$ cat src/design/job_aux_pkg.sv
// Package: constants and types for the job-control auxiliary I/O block
package job_aux_pkg;

    // ------------------------------------------------------------
    // Widths and counts
    // ------------------------------------------------------------
    localparam int WAIT_LINES     = 4;
    localparam int GEN_OUTS       = 4;
    localparam int ENC_CHANNELS   = 2;
    localparam int ENC_POS_W      = 32;
    localparam int SYNC_STAGES    = 2;
    localparam int WAIT_SEL_W     = 3;

    // ------------------------------------------------------------
    // Wait source codes (index 0..3 are wait inputs)
    // ------------------------------------------------------------
    localparam logic [WAIT_SEL_W-1:0] WAIT_SEL_START = 3'h4;

    // ------------------------------------------------------------
    // Register bus map (all offsets chosen for this block)
    // ------------------------------------------------------------
    localparam int ADDR_W = 4;
    localparam logic [ADDR_W-1:0] REG_CTRL      = 4'h0;
    localparam logic [ADDR_W-1:0] REG_STATUS    = 4'h1;
    localparam logic [ADDR_W-1:0] REG_IRQ_STAT  = 4'h2;
    localparam logic [ADDR_W-1:0] REG_IRQ_MASK  = 4'h3;
    localparam logic [ADDR_W-1:0] REG_ENC0_POS  = 4'h4;
    localparam logic [ADDR_W-1:0] REG_ENC1_POS  = 4'h5;
    localparam logic [ADDR_W-1:0] REG_INPUTS    = 4'h6;

    // CTRL write bits
    localparam int CTRL_READY_BIT  = 0;
    localparam int CTRL_FAULT_BIT  = 1;

    // Interrupt status bits
    localparam int IRQ_W           = 4;
    localparam int IRQ_ABORT_BIT   = 0;
    localparam int IRQ_EXTRST_BIT  = 1;
    localparam int IRQ_WAITDONE_BIT = 2;
    localparam int IRQ_JOBEND_BIT  = 3;
    localparam logic [IRQ_W-1:0] IRQ_MASK_RST = 4'h0;

    // ------------------------------------------------------------
    // Job execution states
    // ------------------------------------------------------------
    typedef enum logic [1:0] {
        JOB_IDLE,
        JOB_RUN,
        JOB_WAIT
    } job_state_t;

endpackage

$ cat src/design/quad_decoder.sv
// Quadrature decoder with input synchronisers for one encoder channel
`timescale 1ns/1ps
`default_nettype none
module quad_decoder
    import job_aux_pkg::*;
#(
    parameter int POS_W = ENC_POS_W
) (
    // Clock and reset
    input  wire logic             core_clk_in,
    input  wire logic             rst_n_in,
    // Phases, single-ended level
    input  wire logic             phase_a_in,
    input  wire logic             phase_b_in,
    // Position
    output logic [POS_W-1:0]      position_out
);

    logic [1:0]       meta_ff;
    logic [1:0]       nxt_meta;
    logic [1:0]       sync_ff;
    logic [1:0]       nxt_sync;
    logic [1:0]       prev_ff;
    logic [1:0]       nxt_prev;
    logic [POS_W-1:0] pos_ff;
    logic [POS_W-1:0] nxt_pos;

    // ------------------------------------------------------------
    // two-stage synchroniser
    // ------------------------------------------------------------
    // direction from leading phase
    always_comb begin
        nxt_meta = {phase_a_in, phase_b_in};
        nxt_sync = meta_ff;
        nxt_prev = sync_ff;
        nxt_pos  = pos_ff;
        // Gray step: A leading B counts up; double steps ignored
        case ({prev_ff, sync_ff})
            4'h2, 4'hB, 4'hD, 4'h4: nxt_pos = pos_ff + POS_W'(1);
            4'h1, 4'h7, 4'hE, 4'h8: nxt_pos = pos_ff - POS_W'(1);
            default:                nxt_pos = pos_ff;
        endcase
    end

    always_ff @(posedge core_clk_in) begin
        if (!rst_n_in) begin
            meta_ff <= 2'h0;
            sync_ff <= 2'h0;
            prev_ff <= 2'h0;
            pos_ff  <= '0;
        end else begin
            meta_ff <= nxt_meta;
            sync_ff <= nxt_sync;
            prev_ff <= nxt_prev;
            pos_ff  <= nxt_pos;
        end
    end

    assign position_out = pos_ff;

endmodule
`default_nettype wire

$ cat src/design/job_control_aux_io.sv
// Job-control auxiliary I/O: job state, status outputs, wait inputs, encoders
// Functional notes
// - Abort input ends job, returns idle
// - Wait on chosen input until asserted
// - Fault/ready low once system ready
// - Fault/ready high at reset, on fault
// - Job-active high whenever job exists
// - Busy set by open, cleared by close
// - Marking output from marking start until end
// - General outputs follow set-outputs instruction
// - Primary encoder takes A/B phases
// - Secondary encoder independent A/B phases
// - External reset low forces soft reset
// - Job may also wait on start
`timescale 1ns/1ps
`default_nettype none
module job_control_aux_io
    import job_aux_pkg::*;
(
    // Clock and reset
    input  wire logic                  core_clk_in,
    input  wire logic                  rst_n_in,
    // Isolated external inputs
    input  wire logic                  abort_in,
    input  wire logic                  ext_reset_n_in,
    input  wire logic                  start_in,
    input  wire logic [WAIT_LINES-1:0] wait_input_in,
    // Encoder phases, receiver outputs (single-ended level)
    input  wire logic                  enc0_phase_a_in,
    input  wire logic                  enc0_phase_b_in,
    input  wire logic                  enc1_phase_a_in,
    input  wire logic                  enc1_phase_b_in,
    // Job sequencer instructions (one-cycle pulses)
    input  wire logic                  job_open_instr_in,
    input  wire logic                  job_close_instr_in,
    input  wire logic                  mark_begin_in,
    input  wire logic                  wait_instr_in,
    input  wire logic [WAIT_SEL_W-1:0] wait_sel_in,
    input  wire logic                  set_outputs_instr_in,
    input  wire logic [GEN_OUTS-1:0]   set_outputs_val_in,
    input  wire logic                  set_outputs_beam_on_in,
    input  wire logic                  beam_off_cmd_in,
    // Register bus
    input  wire logic [ADDR_W-1:0]     reg_addr_in,
    input  wire logic [31:0]           reg_wdata_in,
    input  wire logic                  reg_wr_in,
    input  wire logic                  reg_rd_in,
    output logic [31:0]                reg_rdata_out,
    // Status outputs
    output logic                       fault_ready_out,
    output logic                       job_active_out,
    output logic                       busy_out,
    output logic                       beam_marking_out,
    output logic [GEN_OUTS-1:0]        general_out,
    output logic                       job_paused_out,
    output logic                       soft_reset_out,
    output logic                       irq_out
);

    // ------------------------------------------------------------
    // Input synchronisers
    // ------------------------------------------------------------
    localparam int NSYNC = WAIT_LINES + 3;
    logic [NSYNC-1:0] raw_in;
    logic [NSYNC-1:0] meta_ff;
    logic [NSYNC-1:0] sync_ff;
    logic [NSYNC-1:0] nxt_meta;
    logic [NSYNC-1:0] nxt_sync;
    logic             abort_s;
    logic             ext_rst_s;
    logic             start_s;
    logic [WAIT_LINES-1:0] wait_s;

    assign raw_in = {start_in, ext_reset_n_in, abort_in, wait_input_in};

    always_comb begin
        nxt_meta = raw_in;
        nxt_sync = meta_ff;
    end

    always_ff @(posedge core_clk_in) begin
        if (!rst_n_in) begin
            meta_ff <= {1'b0, 1'b1, 1'b0, {WAIT_LINES{1'b0}}};
            sync_ff <= {1'b0, 1'b1, 1'b0, {WAIT_LINES{1'b0}}};
        end else begin
            meta_ff <= nxt_meta;
            sync_ff <= nxt_sync;
        end
    end

    assign wait_s    = sync_ff[WAIT_LINES-1:0];
    assign abort_s   = sync_ff[WAIT_LINES];
    assign ext_rst_s = ~sync_ff[WAIT_LINES+1];
    assign start_s   = sync_ff[WAIT_LINES+2];

    // ------------------------------------------------------------
    // Job state machine
    // ------------------------------------------------------------
    job_state_t            state_ff;
    job_state_t            nxt_state;
    logic [WAIT_SEL_W-1:0] wsel_ff;
    logic [WAIT_SEL_W-1:0] nxt_wsel;
    logic                  busy_ff;
    logic                  nxt_busy;
    logic                  active_ff;
    logic                  nxt_active;
    logic                  mark_ff;
    logic                  nxt_mark;
    logic [GEN_OUTS-1:0]   gpo_ff;
    logic [GEN_OUTS-1:0]   nxt_gpo;
    logic                  paused_ff;
    logic                  nxt_paused;
    logic                  wait_met;
    logic                  wait_done;
    logic                  job_end;
    logic                  abort_evt;

    always_comb begin
        if (wsel_ff == WAIT_SEL_START) begin
            wait_met = start_s;
        end else if (wsel_ff < WAIT_SEL_START) begin
            wait_met = wait_s[wsel_ff[1:0]];
        end else begin
            wait_met = 1'b1;
        end
    end

    assign abort_evt = abort_s && (state_ff != JOB_IDLE);
    assign wait_done = (state_ff == JOB_WAIT) && wait_met && !abort_s;
    assign job_end   = (state_ff != JOB_IDLE) && job_close_instr_in && !abort_s;

    always_comb begin
        nxt_state  = state_ff;
        nxt_wsel   = wsel_ff;
        nxt_busy   = busy_ff;
        nxt_mark   = mark_ff;
        nxt_gpo    = gpo_ff;
        case (state_ff)
            JOB_IDLE: begin
                if (job_open_instr_in && !abort_s) begin
                    nxt_state = JOB_RUN;
                end
            end
            JOB_RUN: begin
                if (wait_instr_in) begin
                    nxt_state = JOB_WAIT;
                    nxt_wsel  = wait_sel_in;
                end
            end
            JOB_WAIT: begin
                if (wait_met) begin
                    nxt_state = JOB_RUN;
                end
            end
            default: begin
                nxt_state = JOB_IDLE;
            end
        endcase
        if (job_open_instr_in) begin
            nxt_busy = 1'b1;
        end
        if (job_close_instr_in) begin
            nxt_busy = 1'b0;
            nxt_state = JOB_IDLE;
        end
        if (mark_begin_in && state_ff != JOB_IDLE) begin
            nxt_mark = 1'b1;
        end
        if (beam_off_cmd_in || (set_outputs_instr_in && !set_outputs_beam_on_in)) begin
            nxt_mark = 1'b0;
        end
        if (set_outputs_instr_in) begin
            nxt_gpo = set_outputs_val_in;
        end
        if (job_close_instr_in) begin
            nxt_mark = 1'b0;
        end
        if (abort_s) begin
            nxt_state = JOB_IDLE;
            nxt_busy  = 1'b0;
            nxt_mark  = 1'b0;
        end
        nxt_active = (nxt_state != JOB_IDLE);
        nxt_paused = (nxt_state == JOB_WAIT);
    end

    always_ff @(posedge core_clk_in) begin
        if (!rst_n_in) begin
            state_ff  <= JOB_IDLE;
            wsel_ff   <= '0;
            busy_ff   <= 1'b0;
            active_ff <= 1'b0;
            mark_ff   <= 1'b0;
            gpo_ff    <= '0;
            paused_ff <= 1'b0;
        end else begin
            state_ff  <= nxt_state;
            wsel_ff   <= nxt_wsel;
            busy_ff   <= nxt_busy;
            active_ff <= nxt_active;
            mark_ff   <= nxt_mark;
            gpo_ff    <= nxt_gpo;
            paused_ff <= nxt_paused;
        end
    end

    // ------------------------------------------------------------
    // Encoders
    // ------------------------------------------------------------
    logic [ENC_POS_W-1:0] enc_pos [ENC_CHANNELS];
    logic [ENC_CHANNELS-1:0] enc_a;
    logic [ENC_CHANNELS-1:0] enc_b;
    assign enc_a = {enc1_phase_a_in, enc0_phase_a_in};
    assign enc_b = {enc1_phase_b_in, enc0_phase_b_in};

    for (genvar g = 0; g < ENC_CHANNELS; g++) begin : g_enc
        quad_decoder #(
            .POS_W        (ENC_POS_W)
        ) u_dec (
            .core_clk_in  (core_clk_in),
            .rst_n_in     (rst_n_in),
            .phase_a_in   (enc_a[g]),
            .phase_b_in   (enc_b[g]),
            .position_out (enc_pos[g])
        );
    end

    // ------------------------------------------------------------
    // Registers, ready/fault, interrupts
    // ------------------------------------------------------------
    logic              ready_ff;
    logic              nxt_ready;
    logic              fault_ff;
    logic              nxt_fault;
    logic              fr_ff;
    logic              nxt_fr;
    logic              srst_ff;
    logic              nxt_srst;
    logic [IRQ_W-1:0]  ist_ff;
    logic [IRQ_W-1:0]  nxt_ist;
    logic [IRQ_W-1:0]  imask_ff;
    logic [IRQ_W-1:0]  nxt_imask;
    logic [IRQ_W-1:0]  ev;
    logic              irq_ff;
    logic              nxt_irq;
    logic [31:0]       rdata_ff;
    logic [31:0]       nxt_rdata;
    logic              wr_ctrl;

    assign wr_ctrl = reg_wr_in && (reg_addr_in == REG_CTRL);

    always_comb begin
        ev = '0;
        ev[IRQ_ABORT_BIT]    = abort_evt;
        ev[IRQ_EXTRST_BIT]   = ext_rst_s;
        ev[IRQ_WAITDONE_BIT] = wait_done;
        ev[IRQ_JOBEND_BIT]   = job_end;
        nxt_ready = ready_ff;
        nxt_fault = fault_ff;
        // Ready is firmware's word; cleared again by soft reset
        if (wr_ctrl) begin
            nxt_ready = reg_wdata_in[CTRL_READY_BIT];
            nxt_fault = fault_ff | reg_wdata_in[CTRL_FAULT_BIT];
        end
        if (ext_rst_s) begin
            nxt_ready = 1'b0;
            nxt_fault = 1'b0;
        end
        // low only when ready, no fault
        // high at power-up or on fault
        nxt_fr   = !(nxt_ready && !nxt_fault);
        nxt_srst = ext_rst_s;
        // Set beats write-one-clear
        nxt_ist = ist_ff;
        if (reg_wr_in && reg_addr_in == REG_IRQ_STAT) begin
            nxt_ist = ist_ff & ~reg_wdata_in[IRQ_W-1:0];
        end
        nxt_ist = nxt_ist | ev;
        nxt_imask = imask_ff;
        if (reg_wr_in && reg_addr_in == REG_IRQ_MASK) begin
            nxt_imask = reg_wdata_in[IRQ_W-1:0];
        end
        nxt_irq = |(nxt_ist & nxt_imask);
        nxt_rdata = 32'h0;
        if (reg_rd_in) begin
            case (reg_addr_in)
                REG_CTRL:     nxt_rdata = {30'h0, fault_ff, ready_ff};
                REG_STATUS:   nxt_rdata = {20'h0, gpo_ff, paused_ff, fr_ff, mark_ff, busy_ff,
                                           active_ff, 1'b0, state_ff};
                REG_IRQ_STAT: nxt_rdata = {28'h0, ist_ff};
                REG_IRQ_MASK: nxt_rdata = {28'h0, imask_ff};
                REG_ENC0_POS: nxt_rdata = enc_pos[0];
                REG_ENC1_POS: nxt_rdata = enc_pos[1];
                REG_INPUTS:   nxt_rdata = {25'h0, sync_ff};
                default:      nxt_rdata = 32'h0;
            endcase
        end
    end

    always_ff @(posedge core_clk_in) begin
        if (!rst_n_in) begin
            ready_ff <= 1'b0;
            fault_ff <= 1'b0;
            fr_ff    <= 1'b1;
            srst_ff  <= 1'b0;
            ist_ff   <= '0;
            imask_ff <= IRQ_MASK_RST;
            irq_ff   <= 1'b0;
            rdata_ff <= 32'h0;
        end else begin
            ready_ff <= nxt_ready;
            fault_ff <= nxt_fault;
            fr_ff    <= nxt_fr;
            srst_ff  <= nxt_srst;
            ist_ff   <= nxt_ist;
            imask_ff <= nxt_imask;
            irq_ff   <= nxt_irq;
            rdata_ff <= nxt_rdata;
        end
    end

    assign fault_ready_out  = fr_ff;
    assign job_active_out   = active_ff;
    assign busy_out         = busy_ff;
    assign beam_marking_out = mark_ff;
    assign general_out      = gpo_ff;
    assign job_paused_out   = paused_ff;
    assign soft_reset_out   = srst_ff;
    assign irq_out          = irq_ff;
    assign reg_rdata_out    = rdata_ff;

    // ------------------------------------------------------------
    // Checks
    // ------------------------------------------------------------
    chk_abort_idle: assert property (@(posedge core_clk_in) disable iff (!rst_n_in)
        abort_s |=> (state_ff == JOB_IDLE) && !mark_ff && !busy_ff)
        else $error("abort did not return job to idle");
    chk_wait_hold: assert property (@(posedge core_clk_in) disable iff (!rst_n_in)
        (state_ff == JOB_WAIT && !wait_met && !abort_s && !job_close_instr_in) |=> state_ff == JOB_WAIT)
        else $error("wait released without its input");
    chk_wait_release: assert property (@(posedge core_clk_in) disable iff (!rst_n_in)
        (state_ff == JOB_WAIT && wait_met && !abort_s && !job_close_instr_in) |=> state_ff == JOB_RUN)
        else $error("wait not released by its input");
    chk_ready_low: assert property (@(posedge core_clk_in) disable iff (!rst_n_in)
        !fr_ff |-> ready_ff && !fault_ff)
        else $error("fault/ready low while not ready");
    chk_fault_high: assert property (@(posedge core_clk_in) disable iff (!rst_n_in)
        (wr_ctrl && reg_wdata_in[CTRL_FAULT_BIT] && !ext_rst_s) |=> fr_ff)
        else $error("fault did not raise fault/ready");
    chk_active_job: assert property (@(posedge core_clk_in) disable iff (!rst_n_in)
        ##1 active_ff == (state_ff != JOB_IDLE))
        else $error("job-active disagrees with job state");
    chk_busy_open: assert property (@(posedge core_clk_in) disable iff (!rst_n_in)
        (job_open_instr_in && !job_close_instr_in && !abort_s) |=> busy_ff)
        else $error("busy not set by job open");
    chk_mark_clear: assert property (@(posedge core_clk_in) disable iff (!rst_n_in)
        beam_off_cmd_in |=> !mark_ff)
        else $error("beam-off did not clear marking");
    chk_gpo_set: assert property (@(posedge core_clk_in) disable iff (!rst_n_in)
        set_outputs_instr_in |=> gpo_ff == $past(set_outputs_val_in))
        else $error("general outputs not set");
    chk_srst_follow: assert property (@(posedge core_clk_in) disable iff (!rst_n_in)
        $fell(sync_ff[WAIT_LINES+1]) |=> soft_reset_out ##0 !ready_ff)
        else $error("external reset did not soft reset");

endmodule
`default_nettype wire

$ cat config.mk
export PLATFORM = sky130hd
export DESIGN_NAME = job_control_aux_io
export DESIGN_NICKNAME = d
export VERILOG_FILES = /design/src/design/job_aux_pkg.sv /design/src/design/quad_decoder.sv /design/src/design/job_control_aux_io.sv
export SDC_FILE = /design/constraint.sdc
export NUM_CORES = 1
export LEC_CHECK = 0
export BUFFER_PORTS_ARGS = -buffer_cell sky130_fd_sc_hd__buf_2
export CORE_ASPECT_RATIO = 0.7
export CORE_UTILIZATION = 50
export CTS_CLUSTER_DIAMETER = 80
export CTS_CLUSTER_SIZE = 10
export DETAILED_ROUTE_END_ITERATION = 8
export GPL_TIMING_DRIVEN = 1
export PLACE_DENSITY = 0.7
export SLEW_MARGIN = 20
export SYNTH_ARGS = -nofsm -noshare
export SYNTH_HDL_FRONTEND = slang
export SYNTH_SLANG_ARGS = --single-unit
$ cat constraint.sdc
create_clock -name core_clk_in -period 5.15 [get_ports core_clk_in]
set_clock_uncertainty 0.1 [all_clocks]
set_input_delay 0.515 -clock core_clk_in [delete_from_list [all_inputs] [get_ports core_clk_in]]
set_output_delay 0.515 -clock core_clk_in [all_outputs]
set_load 0.01 [all_outputs]
**Word-level counts from Yosys, hierarchy flattened**

Index checks and enable logic that the tools add are counted.

- Register bits: 148
- Bits of input ports: 65
- Output and inout bits: 43
- Word-level logic and storage cells: 115

- Add/subtract/negate cells: 4
- $lt $le $gt $ge: 2
- Equality and inequality tests: 26
- Muxes and demuxes: 19
- Bitwise gates (word level): 7
- Reduce and logical (&&, ||, !) cells: 32

Operators with widths:

| kind | count |
|---|---|
| $pmux W32 S7 | 1 |
| $pmux W32 S2 | 2 |
| $add A32 B1 Y32 const B | 2 |
| $sub A32 B1 Y32 const B | 2 |
| $eq A4 B4 Y1 const B | 8 |
| $eq A4 B3 Y1 const B | 7 |
| $reduce_or A4 Y1 | 6 |
| $eq A4 B2 Y1 const B | 4 |
| $eq A4 B1 Y1 const B | 3 |
| $logic_and A1 B1 Y1 | 12 |
| $mux W2 | 5 |
| $and A4 B4 Y4 | 2 |
| $mux W4 | 2 |
| $reduce_bool A2 Y1 | 4 |
| $mux W1 | 7 |
| $pmux W2 S3 | 1 |
| $eq A2 B2 Y1 const B | 2 |
| $logic_not A1 Y1 | 4 |
| $logic_not A4 Y1 | 1 |
| $not A4 Y4 | 1 |
| $or A4 B4 Y4 | 1 |
| $reduce_and A2 Y1 | 2 |
| $eq A3 B3 Y1 const B | 1 |
| $lt A2 B3 Y1 const B | 1 |
| 8 further kinds | 9 |

**Longest topological paths before layout**

- Depth after elaboration: 9
- Gate-level depth with buffers: 14
- Depth with buffers taken out: 13

**Cells and area by module**

From an unflattened synthesis, not the netlist that was laid out.

- Cells, all modules: 1091
- Area total of the unflattened synthesis: 8941.1 um^2

Modules (own cells, without submodules):

| module | instances | cells each | area each (um^2) | seq. area each (um^2) |
|---|---|---|---|---|
| quad_decoder at g_enc[0].u_dec | 1 | 392 | 3086.7 | 760.7 |
| quad_decoder at g_enc[1].u_dec | 1 | 391 | 2982.9 | 760.7 |
| job_control_aux_io | 1 | 308 | 2871.5 | 1441.4 |

**Least setup slack after synthesis**

Ideal clock, no wire load.

- Path type: register to register
- Start point: register g_enc[0].u_dec.sync_ff[1]
- End point: register g_enc[0].u_dec.pos_ff[31]
- Library setup time: 0.130 ns
- Arrival: 3.695 ns
- Data required time: 4.920 ns
- Setup slack: 1.225 ns
- Cell stages (with the launch flop): 13
- Buffers on the path: 0
- Clock period less this slack: 3.925 ns
- Path through: dfxtp_1 -> xor2_1 -> nor2_1 -> ha_1 -> a21o_1 -> o21bai_1 -> a21oi_2 -> a31oi_2 -> a311o_2 -> a21oi_2 -> mux2i_1 -> o21a_1 -> nor3_1

- Longest elaborated chain between the ends: 3
- Elaborated cells between the ends (all ways): 12
- Classes of those cells: 8 x eq/ne; 1 x mux; 3 x reduce/logical

Ends and longest elaborated chain:

| what | line | source |
|---|---|---|
| start, declared | quad_decoder.sv:21 | `logic [1:0] sync_ff;` |
| start signal, assigned | quad_decoder.sv:53 | `sync_ff <= nxt_sync;` |
| $eq A4 B1 Y1, or another cell as far along | quad_decoder.sv:38 | `case ({prev_ff, sync_ff})` |
| $reduce_or A4 Y1 | quad_decoder.sv:38 |  |
| $pmux W32 S2 or $reduce_bool A2 Y1 (tied branches) | -- |  |
| end signal, assigned | quad_decoder.sv:55 | `pos_ff <= nxt_pos;` |
| end, declared | quad_decoder.sv:25 | `logic [POS_W-1:0] pos_ff;` |

Parallel ways exist; a longest one is shown, timed or not.
A chain may end at the register's enable or synchronous reset.

**Worst setup path after layout**

- Start point: register g_enc[1].u_dec.sync_ff[0]
- End point: register g_enc[1].u_dec.pos_ff[31]

- Longest elaborated chain between the ends: 3
- Elaborated cells between the ends (all ways): 12
- Classes of those cells: 8 x eq/ne; 1 x mux; 3 x reduce/logical

Ends and longest elaborated chain:

| what | line |
|---|---|
| start, declared | quad_decoder.sv:21 |
| start signal, assigned | quad_decoder.sv:53 |
| $eq A4 B1 Y1, or another cell as far along | quad_decoder.sv:38 |
| $reduce_or A4 Y1 | quad_decoder.sv:38 |
| $pmux W32 S2 or $reduce_bool A2 Y1 (tied branches) | -- |
| end signal, assigned | quad_decoder.sv:55 |
| end, declared | quad_decoder.sv:25 |

Parallel ways exist; a longest one is shown, timed or not.

==> Flow_metrics.wiki <==
{| class="wikitable"
! Metric !! Value
|-
| Last weighted congestion value of the routability-driven placer || slightly above 0.9
|-
| Drt drc || 0
|-
| Net Count, Synth || ~1.2k
|-
| CP startpoint kind || flop
|-
| Global Route Usage Sum || 26.6%
|-
| Shortest clock period the worst path allows after layout || 4.10 ns
|-
| Initial detailed-routing violation count || between 600 and 700
|-
| Total negative slack for setup checks || 0 ns
|-
| Static leakage || roughly 4.2 nW
|-
| CTS tree || built
|-
| Total overflow reported by the global router || 0
|-
| Sequential cell area fraction in the yosys report || 34.6%
|-
| Run status || completed
|-
| RSZ-0062 raised after global routing || false
|-
| Wire length on met2 || 8750 µm
|-
| Total via count after detailed routing || 7831
|-
| Post-layout nets || 1233
|-
| Synthesized netlist cell count || 1053
|-
| Final antenna diode count || 0
|-
| Utilization after layout || about three fifths
|-
| Number of placement rows || 39
|-
| Antenna violations before repair || 0
|-
| Worst max-slew margin expressed relative to the limit || 23.1%
|-
| Max-capacitance violation count || 0
|-
| Initial Utilization || 51.8%
|-
| Average vias per placed instance || 5.83
|-
| Routed length per instance || 16.7 µm
|-
| Placement Cell Area || 9130 µm²
|-
| Core area || 16500 µm²
|-
| Final std cell area, no fill || 9710 µm²
|-
| Via count of the first global-routing pass || 7019
|-
| Maximum vdd ir drop || 230 µV
|-
| Flop-to-flop setup slack || 1.05 ns
|-
| Maximum number of pins on one net before global-route repair || 57
|-
| Number of cells on the worst reg-to-reg path || 13
|-
| Setup Crit Path Kind || reg -> reg
|-
| Count of flip-flops with a built-in enable after synthesis || 0
|-
| Arrival time of data at the critical path endpoint || 4.29 ns
|-
| Final hold slack || 0.144 ns
|-
| Share of the clock period used by the worst path || 79.5%
|-
| Clock edge transition at the registers on the reported setup and hold paths || 0.07 ns
|-
| Share of flip-flops with an asynchronous set or reset after synthesis || 0%
|-
| Area growth from synthesis to layout || 13.3%
|-
| DRT Wirelength || 22400 µm
|-
| Flip-flop and latch count after synthesis || 148
|-
| HPWL reported at the end of detailed placement || about 16000 µm
|-
| Number of inserted filler cells in the final layout || roughly 1.5k
|-
| Top layer reached by signal wires || met4
|-
| Distinct cell type count of the synthesized netlist || ~70
|-
| Detailed-router iteration count before antenna repair || 5
|-
| Wire length of the first global-routing pass || 36900 µm
|-
| Maximum level of the CTS H-tree || 4
|-
| Largest buffer count on any clock path || 2
|-
| Post-cts resize count || 0
|-
| Post-synthesis instance area || 8570 µm²
|-
| Synthesized area divided by synthesized cell count || 8.14 µm²
|-
| Final number of setup-violating endpoints || 0
|-
| Number of warnings issued by yosys || 0
|-
| Largest fanout of any net on the critical path || 19
|-
| DR WL met3 || 1740 µm
|-
| Number of setup buffers added after CTS || 0
|-
| Clock sinks || around 150
|-
| Clock Root Buffer || sky130_fd_sc_hd__clkbuf_16
|-
| Worst-skew pair later-pin latency || 0.44 ns
|-
| CTS hold repair buffers || 0
|-
| Antenna Nets Post-Route || 0
|-
| CP Data Required Time || between 5 and 6 ns
|-
| Hold path depth || 2
|-
| Slew at the pin closest to its max-slew limit || 1.15 ns
|-
| Wire length the detailed router placed on met1 || 11800 µm
|-
| Die Y-Extent || around 110 µm
|-
| Number of pins exceeding their max-slew limit in the final report || 0
|-
| Type of the most critical hold path || in -> reg
|-
| Most used flip-flop cell after synthesis || sky130_fd_sc_hd__dfxtp_1
|-
| Number of failing hold endpoints at the final stage || 0
|-
| Power per Cell Area || 301 nW/µm²
|-
| Total I/O pin count || 108
|-
| Layout cell share with drive strength beyond 1 || between 10% and 20%
|-
| Clock buffer count from CTS || 17
|-
| Worst setup EP type || flop
|-
| Number of port buffers || 79
|-
| Maximum frequency from static timing analysis || 244 MHz
|-
| Die ar. || 17700 µm²
|-
| Horizontal die dimension || approximately 160 µm
|}
## kinds of logic (layout without fill, tap and decap cells)
family                   after synthesis  count (layout)  share of synthesized area [%]
AO/OA/AOI/OAI                        322             322                           24.8
XOR/XNOR                              45              45                           4.60
adder cells (fa/ha/maj)               62              62                           9.22
buffers and inverters                 77             143                           3.40
flip-flops                           148             148                           34.6
multiplexers                          21              21                           2.63
AND/OR/NAND/NOR                      378             378                           20.8
## through the flow
step / worst slack, ns / total power, mW / std cells
global placement: 1.12 / 1.69 / 1312
finish: 1.05 / 2.93 / 1344
global route: 0.810 / 3.05 / 1344
floorplan: 1.22 / 1.57 / 1053
CTS: 1.07 / 2.93 / 1344
detailed placement: 1.09 / 1.70 / 1312
## registers in the layout (all words and copies together), names as in the netlist, 2 cells and up
name	cells
state_ff	2
sync_ff	7
g_enc.u_dec.meta_ff	4
g_enc.u_dec.prev_ff	4
imask_ff	4
wsel_ff	3
g_enc.u_dec.nxt_prev	4
reg_rdata_out	32
general_out	4
ist_ff	4
g_enc.u_dec.position_out	64
meta_ff	7
## per-layer routing
metal / vias up / global-route usage [%]
met4: 0 / 6.22
met5: - / 0
li1: 3913 / -
met2: 255 / 35.6
met3: 14 / 5.45
met1: 3649 / 42.3
## path summary, 6_finish.rpt
kind | from | endpoint
min reg2reg | meta_ff[5] | sync_ff[5]
max reg2reg | g_enc[1].u_dec.nxt_prev[0] | g_enc[1].u_dec.position_out[31]
min | beam_off_cmd_in | beam_marking_out
max | g_enc[1].u_dec.nxt_prev[0] | g_enc[1].u_dec.position_out[31]
## placed cells by master (no fill, tap or decap), drive strengths merged, types with 15 or more instances in the layout
cell type / instances
mux2i: 18
ha: 60
inv: 31
nand2: 121
a22oi: 24
o21ai: 45
nor2: 100
buf: 89
xnor2: 31
dfxtp: 148
o211ai: 16
nand3: 39
a21o: 33
clkbuf: 17
and2: 35
a21oi: 115
a211oi: 15
## cell type report
class | count | area [µm²] | area share [%]
clock buffer | 17 | 425 | 4.38
sequential | 148 | 2960 | 30.5
inverter | 22 | 82.6 | 0.850
timing repair buffer | 89 | 470 | 4.84
multi-input combinational | 828 | 5330 | 54.9
tap | 225 | 282 | 2.90
clock inverter | 15 | 163 | 1.67
## worst max-delay path, stage by stage, from the launching register on
cell and delay, ns:
sky130_fd_sc_hd__dfxtp_1 0.35, sky130_fd_sc_hd__xor2_1 0.18, sky130_fd_sc_hd__and2_1 0.72, sky130_fd_sc_hd__buf_4 0.37, sky130_fd_sc_hd__ha_1 0.39, sky130_fd_sc_hd__a21o_1 0.20
sky130_fd_sc_hd__a21o_1 0.18, sky130_fd_sc_hd__a21oi_1 0.18, sky130_fd_sc_hd__nand2_1 0.07, sky130_fd_sc_hd__o31ai_1 0.56, sky130_fd_sc_hd__o31ai_1 0.18, sky130_fd_sc_hd__mux2i_1 0.24
sky130_fd_sc_hd__xor2_1 0.17, sky130_fd_sc_hd__nor2_1 0.06
## power by group
part,total (mW),internal (mW),switching (mW)
sequential,1.24,1.19,0.0511
clock,1.24,0.688,0.557
combinational,0.437,0.165,0.272
## cells in the mapped netlist (5+ instances only)
cell / n / area, µm²
sky130_fd_sc_hd__dfxtp_1: 148 / 2960
sky130_fd_sc_hd__nand2_1: 121 / 454
sky130_fd_sc_hd__a21oi_1: 111 / 556
sky130_fd_sc_hd__nor2_1: 100 / 375
sky130_fd_sc_hd__ha_1: 60 / 751
sky130_fd_sc_hd__clkbuf_1: 49 / 184
sky130_fd_sc_hd__nand3_1: 39 / 195
sky130_fd_sc_hd__o21ai_0: 39 / 195
sky130_fd_sc_hd__and2_1: 34 / 213
sky130_fd_sc_hd__a21o_1: 33 / 248
sky130_fd_sc_hd__xnor2_1: 31 / 272
sky130_fd_sc_hd__a22oi_1: 24 / 180
sky130_fd_sc_hd__inv_1: 21 / 78.8
sky130_fd_sc_hd__mux2i_1: 18 / 180
sky130_fd_sc_hd__o211ai_1: 16 / 120
sky130_fd_sc_hd__xor2_1: 14 / 123
sky130_fd_sc_hd__a211oi_1: 13 / 97.6
sky130_fd_sc_hd__and3_1: 12 / 75.1
sky130_fd_sc_hd__nor2b_1: 12 / 75.1
sky130_fd_sc_hd__nor3_1: 10 / 50.1
sky130_fd_sc_hd__a31oi_1: 9 / 56.3
sky130_fd_sc_hd__nand4_1: 9 / 56.3
sky130_fd_sc_hd__o21bai_1: 9 / 67.6
sky130_fd_sc_hd__a222oi_1: 8 / 80.1
sky130_fd_sc_hd__nand2b_1: 8 / 50.1
sky130_fd_sc_hd__or3_1: 7 / 43.8
sky130_fd_sc_hd__nand4b_1: 6 / 52.6
sky130_fd_sc_hd__a211o_1: 5 / 43.8
sky130_fd_sc_hd__nand3b_1: 5 / 37.5
sky130_fd_sc_hd__o21ai_1: 5 / 25.0
Power figures use the tool's default switching activity.
